### config.mk
export PLATFORM = sky130hd
export DESIGN_NAME = csi_phy_timing_override_regs
export DESIGN_NICKNAME = d
export VERILOG_FILES = /design/src/phy_timing_pkg.sv /design/src/csi_phy_timing_override_regs.sv
export VERILOG_INCLUDE_DIRS = /design/src
export SDC_FILE = /design/constraint.sdc
export NUM_CORES = 1
export LEC_CHECK = 0
export ABC_AREA = 1
export BUFFER_PORTS_ARGS = -buffer_cell sky130_fd_sc_hd__buf_2
export CORE_MARGIN = 2
export CORE_UTILIZATION = 35
export CTS_CLUSTER_SIZE = 16
export DETAILED_ROUTE_END_ITERATION = 10
export HOLD_SLACK_MARGIN = 0.1
export SLEW_MARGIN = 10
export SYNTH_ARGS = -nofsm -noshare
export SYNTH_HDL_FRONTEND = slang
export SYNTH_SLANG_ARGS = --single-unit
### constraint.sdc
create_clock -name CLK_SYS -period 2.5 [get_ports CLK_SYS]
set_input_delay 0.375 -clock CLK_SYS [delete_from_list [all_inputs] [get_ports CLK_SYS]]
set_output_delay 0.375 -clock CLK_SYS [all_outputs]
set_load 0.02 [all_outputs]
### src/phy_timing_defines.svh
// register offsets, field positions and reset values of the timing override bank
`ifndef PHY_TIMING_DEFINES_SVH
`define PHY_TIMING_DEFINES_SVH

// indirect page that holds the bank
`define PAGE_TIMING 8'h00
// printed offsets are not multiples of four: these are register indices
`define IDX_CLK_PREPARE 8'h40
`define IDX_CLK_ZERO 8'h41
`define IDX_CLK_TRAIL 8'h42
`define IDX_CLK_POST 8'h43
`define IDX_HS_PREPARE 8'h44
`define IDX_FIRST 8'h40
`define IDX_LAST 8'h44
// register fields
`define OVR_BIT 7
`define VAL_MSB 6
`define VAL_LSB 0
// reset value of every register in the bank
`define TIMING_RESET 8'h00

`endif

### src/phy_timing_pkg.sv
// types shared by the timing override bank
package phy_timing_pkg;

  // one timing register: override flag over a 7-bit value
  typedef struct packed {
    logic ovr;
    logic [6:0] val;
  } timing_reg_t;

  // the five timing parameters as the transmitter sees them
  typedef struct packed {
    logic [6:0] clk_prepare;
    logic [6:0] clk_zero;
    logic [6:0] clk_trail;
    logic [6:0] clk_post;
    logic [6:0] hs_prepare;
  } timing_set_t;

  // bus answer phases
  typedef enum logic [0:0] {
    BUS_IDLE = 1'b0,
    BUS_DONE = 1'b1
  } bus_state_t;

endpackage : phy_timing_pkg

### src/csi_phy_timing_override_regs.sv
// timing override register bank with apb slave and timing outputs
`include "phy_timing_defines.svh"

// register map, one 8-bit register in the low byte of each 32-bit word:
//   index 0x40 (byte 0x100) clock-lane prepare
//   index 0x41 (byte 0x104) clock-lane zero
//   index 0x42 (byte 0x108) clock-lane trail
//   index 0x43 (byte 0x10C) clock-lane post
//   index 0x44 (byte 0x110) data-lane hs prepare
// bit 7 is the override flag, bits 6:0 the value; with the flag clear the
// value field is read-only and shows the figure being applied automatically.
//
// bus timing: the access phase is taken on its first edge and answered one
// cycle later, so every transfer has exactly one wait state. pready, prdata
// and pslverr stand for one cycle only. unmapped or misaligned addresses get
// pslverr and leave the bank untouched; a write with pstrb[0] low is dropped
// without an error because the register lives in byte lane 0.
//
// limitation: the auto figures arrive from the transmitter as a level input;
// a read with the flag clear returns the figure present at the access edge,
// so a figure that moves during a read is caught at that edge only.

// Behaviour
// clock prepare: auto unless flag, else programmed
// clock zero: auto unless flag, else programmed
// clock trail: bit 7 selects programmed field
// clock post: auto unless flag, else programmed
// hs prepare: auto unless flag, else programmed
// flag clear: value reads applied auto figure
// flag set: value field writable and readable
// reset clears every flag and value
// five registers at indices 0x40-0x44, flag bit 7
// writes without flag change nothing visible
module csi_phy_timing_override_regs
  import phy_timing_pkg::*;
(
  input wire logic CLK_SYS,
  input wire logic RST,
  input wire logic PSEL,
  input wire logic PENABLE,
  input wire logic PWRITE,
  input wire logic [31:0] PADDR,
  input wire logic [31:0] PWDATA,
  input wire logic [3:0] PSTRB,
  output logic [31:0] PRDATA,
  output logic PREADY,
  output logic PSLVERR,
  input wire logic [34:0] AUTO_TIMING,
  output logic [34:0] APPLIED_TIMING
);

  // index of one register in the bank
  function automatic logic [2:0] slot_of(input logic [31:0] addr);
    logic [7:0] idx;
    idx = addr[9:2];
    slot_of = 3'(idx - `IDX_FIRST);
  endfunction : slot_of

  // override mux: the programmed value wins only while the flag is set
  function automatic logic [6:0] pick(input timing_reg_t r, input logic [6:0] auto_v);
    pick = r.ovr ? r.val : auto_v;
  endfunction : pick

  timing_reg_t regs_q [0:4];
  timing_reg_t regs_d [0:4];
  timing_set_t auto_set;
  timing_set_t applied_d;
  logic [6:0] auto_v [0:4];
  logic [6:0] applied_v [0:4];
  bus_state_t state_q;
  bus_state_t state_d;
  logic [31:0] prdata_d;
  logic pslverr_d;

  // address decode
  wire logic [7:0] reg_idx = PADDR[9:2];
  wire logic aligned = (PADDR[1:0] == 2'h0) && (PADDR[31:10] == 22'h0);
  wire logic hit = aligned && (reg_idx >= `IDX_FIRST) && (reg_idx <= `IDX_LAST);
  wire logic [2:0] slot = slot_of(PADDR);
  wire logic access = PSEL && PENABLE && (state_q == BUS_IDLE);
  wire logic wr_en = access && PWRITE && hit && PSTRB[0];

  // unpack the auto figures; the transmitter logic outside computes them
  assign auto_set = AUTO_TIMING;
  assign auto_v[0] = auto_set.clk_prepare;
  assign auto_v[1] = auto_set.clk_zero;
  assign auto_v[2] = auto_set.clk_trail;
  assign auto_v[3] = auto_set.clk_post;
  assign auto_v[4] = auto_set.hs_prepare;

  // applied timing per parameter
  assign applied_v[0] = pick(regs_q[0], auto_v[0]);
  assign applied_v[1] = pick(regs_q[1], auto_v[1]);
  assign applied_v[2] = pick(regs_q[2], auto_v[2]);
  assign applied_v[3] = pick(regs_q[3], auto_v[3]);
  assign applied_v[4] = pick(regs_q[4], auto_v[4]);
  assign applied_d = {applied_v[0], applied_v[1], applied_v[2], applied_v[3], applied_v[4]};

  // next value of one register: flag and value load in the same write
  function automatic timing_reg_t next_reg(input logic sel, input logic [31:0] wdata, input timing_reg_t cur);
    timing_reg_t nxt;
    nxt = cur;
    if (sel) begin
      nxt.ovr = wdata[`OVR_BIT];
      // a write with the flag clear zeroes the hidden value so a later override starts clean
      nxt.val = wdata[`OVR_BIT] ? wdata[`VAL_MSB:`VAL_LSB] : 7'h00;
    end
    next_reg = nxt;
  endfunction : next_reg

  // per-register write selects
  wire logic sel_clk_prepare = wr_en && (slot == 3'h0);
  wire logic sel_clk_zero = wr_en && (slot == 3'h1);
  wire logic sel_clk_trail = wr_en && (slot == 3'h2);
  wire logic sel_clk_post = wr_en && (slot == 3'h3);
  wire logic sel_hs_prepare = wr_en && (slot == 3'h4);

  // register next values
  assign regs_d[0] = next_reg(sel_clk_prepare, PWDATA, regs_q[0]);
  assign regs_d[1] = next_reg(sel_clk_zero, PWDATA, regs_q[1]);
  assign regs_d[2] = next_reg(sel_clk_trail, PWDATA, regs_q[2]);
  assign regs_d[3] = next_reg(sel_clk_post, PWDATA, regs_q[3]);
  assign regs_d[4] = next_reg(sel_hs_prepare, PWDATA, regs_q[4]);

  // read byte per register: with flag clear the field shows the auto figure being applied
  wire logic [7:0] rd_clk_prepare = {regs_q[0].ovr, applied_v[0]};
  wire logic [7:0] rd_clk_zero = {regs_q[1].ovr, applied_v[1]};
  wire logic [7:0] rd_clk_trail = {regs_q[2].ovr, applied_v[2]};
  wire logic [7:0] rd_clk_post = {regs_q[3].ovr, applied_v[3]};
  wire logic [7:0] rd_hs_prepare = {regs_q[4].ovr, applied_v[4]};
  // selection stays inside the bank; an index past the bank reads zero instead of x
  wire logic [7:0] rd_byte = (slot == 3'h0) ? rd_clk_prepare :
                             (slot == 3'h1) ? rd_clk_zero :
                             (slot == 3'h2) ? rd_clk_trail :
                             (slot == 3'h3) ? rd_clk_post :
                             (slot == 3'h4) ? rd_hs_prepare : 8'h00;
  assign prdata_d = (access && !PWRITE && hit) ? {24'h0, rd_byte} : 32'h0;
  assign pslverr_d = access && !hit;
  assign state_d = access ? BUS_DONE : BUS_IDLE;

  // register storage
  always_ff @(posedge CLK_SYS or posedge RST) begin
    if (RST) begin
      for (int i = 0; i < 5; i++) begin
        regs_q[i] <= `TIMING_RESET;
      end
    end else begin
      for (int i = 0; i < 5; i++) begin
        regs_q[i] <= regs_d[i];
      end
    end
  end

  // bus answer: one wait state so every output is a flop
  always_ff @(posedge CLK_SYS or posedge RST) begin
    if (RST) begin
      state_q <= BUS_IDLE;
      PREADY <= 1'b0;
      PRDATA <= 32'h0;
      PSLVERR <= 1'b0;
    end else begin
      state_q <= state_d;
      PREADY <= access;
      PRDATA <= prdata_d;
      PSLVERR <= pslverr_d;
    end
  end

  // timing outputs registered; one cycle of latency is harmless for static parameters
  always_ff @(posedge CLK_SYS or posedge RST) begin
    if (RST) begin
      APPLIED_TIMING <= 35'h0;
    end else begin
      APPLIED_TIMING <= applied_d;
    end
  end

  // per-register views under the field names; a_prep_override and a_prep_auto through a_hs_override read these
  wire logic clk_prepare_override_flag = regs_q[0].ovr;
  wire logic [6:0] clk_prepare_value = regs_q[0].val;
  wire logic clk_zero_override_flag = regs_q[1].ovr;
  wire logic [6:0] clk_zero_value = regs_q[1].val;
  wire logic clk_trail_override_flag = regs_q[2].ovr;
  wire logic [6:0] clk_trail_value = regs_q[2].val;
  wire logic clk_post_override_flag = regs_q[3].ovr;
  wire logic [6:0] clk_post_value = regs_q[3].val;
  wire logic hs_prepare_override_flag = regs_q[4].ovr;
  wire logic [6:0] hs_prepare_value = regs_q[4].val;

  // whole bank flattened so one stability check covers every register
  wire logic [39:0] bank_flat = {regs_q[0], regs_q[1], regs_q[2], regs_q[3], regs_q[4]};
endmodule : csi_phy_timing_override_regs

==> flow_summary.rst <==
.. list-table::
   :header-rows: 1

   * - Metric
     - Value
   * - Number of antenna violations at the first check in global routing
     - 1
   * - Yosys top cell area share
     - 50.4%
   * - Total wire length
     - 10,800 um
   * - Via count of the first global-routing pass
     - 3,382
   * - Total routing usage reported by global routing
     - 16.8%
   * - Remaining Overflow, GRT
     - 0
   * - Worst-skew pair later-pin latency
     - 0.33 ns
   * - Final Cycle Share
     - 70.6%
   * - Placed cell count
     - 783
   * - Number of cells in the finished layout apart from fillers
     - 798
   * - Dpl cell area
     - 4880 sq um
   * - IO Count
     - 177
   * - DRC violations left
     - 0
   * - Avg Inst Size Synth
     - 8.07 sq um
   * - Leakage power summed over all cells
     - 2.89 nW
   * - Share of final-layout standard cells stronger than drive strength 1
     - 26.7%
   * - Max Clock Skew
     - 0.00970 ns
   * - Setup slack on the worst flop-to-flop path
     - 0.74 ns
   * - Post-synth top cells
     - nand2_1 (138), dfrtp_1 (85), nor2_1 (84)
   * - Top FF cell, synth
     - dfrtp_1
   * - Dominant cells by area after synthesis
     - dfrtp_1 (50%), nand2_1 (12%), nor2_1 (7.5%), inv_1 (6.5%), buf_4 (4.3%)
   * - R2r endpoint
     - hs_prepare_value[6]$_DFFE_PP0P_
   * - Number of synthesized flops with an enable pin
     - 0
   * - Number of cells on the worst reg-to-reg path
     - 6
   * - Buffer levels on the longest clock path
     - 2
   * - Synthesized-area fraction occupied by ao, oa, aoi and oai cells
     - 5.96%
   * - Final instance area
     - 5130 sq um
   * - Number of violations of the max-capacitance limit
     - 0
   * - Register area
     - 2130 sq um
   * - Number of DRC markers after the initial detailed-route iteration
     - 175
   * - Highest Clock Rate
     - 567 MHz
   * - Endpoint kind of the worst setup timing path
     - flip-flop
   * - Pin count of the biggest net entering global routing
     - 54
   * - Post-Synth Adder-Cell Area
     - 0%
   * - Worst Max-Slew Pin Slew
     - 0.725 ns
   * - Endpoints failing hold
     - 0
   * - Area taken by multi-input logic gates
     - 1620 sq um
   * - Max FO, Critical Path
     - 16
   * - Crit path setup slack, layout
     - 0.736 ns
   * - Simple-Gate Fraction of Synth Area
     - 30.2%
   * - Gate Count Post-Synth
     - 523
   * - H-Tree Level Count
     - 3
   * - Post-cts gate resize count
     - 0
   * - Die Outline Area
     - 12,900 sq um
   * - Endpoints failing setup
     - 0
   * - Number of flip-flops and latches in the synthesized netlist
     - 85
   * - Synth Cell Area
     - 4220 sq um
   * - Most area-hungry cell type in the Yosys netlist
     - dfrtp_1
   * - Net count reported at finish
     - 755
   * - Source of the worst register-to-register timing path
     - PREADY$_DFF_PP0_
   * - Startpoint kind of the worst setup timing path
     - flip-flop
   * - Core box area
     - 11,900 sq um
   * - Detail-routed net length per standard cell
     - 13.6 um
   * - CTS hold repair buffers
     - 0
   * - Number of cell rows
     - 40
   * - Run status
     - complete, no violations
   * - Combinational family with the most area after synthesis
     - simple AND/OR/NAND/NOR gates
   * - Post-Route Hold Slack
     - 0.158 ns
   * - Post-route antenna net violation count
     - 0
   * - First drt pass iteration count
     - 4
   * - Clock Root Buffer
     - clkbuf_16
   * - Post-detailed-placement half-perimeter wirelength
     - 8390 um
   * - First-pass GRT wire length
     - 16,600 um
   * - Post-Place Setup Slack
     - 0.623 ns
   * - Post-Synth XOR/XNOR Area
     - 0%
   * - Cell variety after synth
     - 29
   * - RSZ-0062 raised after global routing
     - no
   * - Required time worst endpoint
     - 2.71 ns
   * - Synth warnings
     - 0
   * - Die Ht
     - 114 um
   * - Multiplexer share of the synthesized area
     - 0%
   * - Sequential fraction of the synthesis area
     - 50.4%
   * - Worst endpoint data arrival time
     - 1.97 ns
   * - HP Class
     - in -> async
   * - Via total after detailed routing
     - 3,569
   * - Number of buffers created by CTS
     - 9
   * - TritonCTS clock tree
     - built
   * - Most numerous cell in the Yosys netlist
     - nand2_1
   * - Overall power consumption
     - 2.78 mW
   * - Number of clock sinks seen by CTS
     - 85
   * - Routability congestion estimate
     - 0.820
   * - Area growth, synth to finish
     - 21.6%
   * - Number of filler instances in the final layout
     - 1,226
   * - Beginning of the critical path
     - PREADY$_DFF_PP0_
   * - # diodes
     - 0
   * - Worst-case headroom to the max-slew limit
     - 51.6%
   * - Shortest clock period the worst path allows after layout
     - 1.76 ns
   * - Asr flop ratio synth
     - 100%
   * - Final core occ
     - 43.1%
   * - Number of setup buffers added after CTS
     - 0
   * - Setup CP Type
     - reg -> reg
   * - Worst vdd rail ir drop
     - 0.232 mV
   * - Detail-routed via count per cell
     - 4.47
   * - Number of buffers added on ports
     - 125
   * - Power per standard cell area
     - 542 nW/um^2
   * - Setup Total Neg Slack
     - 0 ns
   * - Initial Util
     - 35.4%
   * - Die width
     - 114 um
   * - Number of pins with negative max-slew slack in the final report
     - 0
   * - Clock slew seen by the registers of the worst setup and hold paths
     - 0.06 ns
   * - Capturing element of the worst setup path
     - hs_prepare_value[6]$_DFFE_PP0P_
## cell type report
cell class | count | area share, %
Sequential cell | 85 | 41.5
Multi-Input combinational cell | 345 | 31.5
Timing Repair Buffer | 126 | 12.6
Inverter | 80 | 5.93
Clock buffer | 14 | 4.75
Tap cell | 147 | 3.58
Clock inverter | 1 | 0.171
## critical path, cell delays in order, from the launching register on
cell     delay (ns)
dfrtp_1        0.38
nor2_2         0.11
nand2_2        0.09
nor3_4         0.45
nand4_4        0.35
nand2_1        0.19
o21ai_2        0.07
## per-layer routing
layer  share of wire, %  track usage (%)  vias to the layer above
met3                6.5             3.35                       15
met5               0.10                0                        -
met1                 43             21.0                     1636
met4                2.1             7.15                        2
met2                 49             28.5                      125
li1                   -                -                     1791
## placed cells by master, fill, tap and decap left out, types with 7 or more instances in the layout
cell type  instances
nand2_1          138
buf_2            125
dfrtp_1           85
nor2_1            84
inv_1             72
conb_1            24
o21ai_0           21
nor2_2            15
o21ai_1            9
clkbuf_16          9
nand3_1            8
a21oi_1            8
nand4_1            7
## flip-flops by register name (all words and copies together) (netlist names)
register                   count
clk_zero_value                 7
clk_prepare_override_flag      1
PREADY                         1
APPLIED_TIMING                35
clk_prepare_value              7
clk_trail_value                7
clk_post_value                 7
hs_prepare_override_flag       1
PRDATA                         8
clk_post_override_flag         1
clk_trail_override_flag        1
PSLVERR                        1
hs_prepare_value               7
clk_zero_override_flag         1
## power by group
part	internal, mW	switching (mW)
Sequential	1.38	0.000676
Clock	0.671	0.499
Combinational	0.0749	0.156
## worst min path at each step
| stage | from | slack (ns) | to | cells past startpoint |
|---|---|---|---|---|
| final | RST | 0.16 | APPLIED_TIMING[4]$_DFF_PP0_ | 2 |
| after global routing | RST | 0.23 | APPLIED_TIMING[13]$_DFF_PP0_ | 2 |
| after CTS | RST | 0.18 | APPLIED_TIMING[0]$_DFF_PP0_ | 2 |
| after detailed placement | clk_zero_value[6]$_DFFE_PP0P_ | 0.48 | clk_zero_value[6]$_DFFE_PP0P_ | 2 |
| after global placement | hs_prepare_value[6]$_DFFE_PP0P_ | 0.47 | hs_prepare_value[6]$_DFFE_PP0P_ | 2 |
| after floorplan | hs_prepare_value[6]$_DFFE_PP0P_ | 0.45 | hs_prepare_value[6]$_DFFE_PP0P_ | 2 |
## kinds of logic (layout without fill, tap and decap cells)
logic type / count (synthesis) / after routing
AOI/OAI and AO/OA: 46 / 46
buffers and inverters: 116 / 221
DFF: 85 / 85
other: 1 / 24
and+or+nand+nor: 275 / 275
Note: power is estimated with default switching activity, not from simulation.
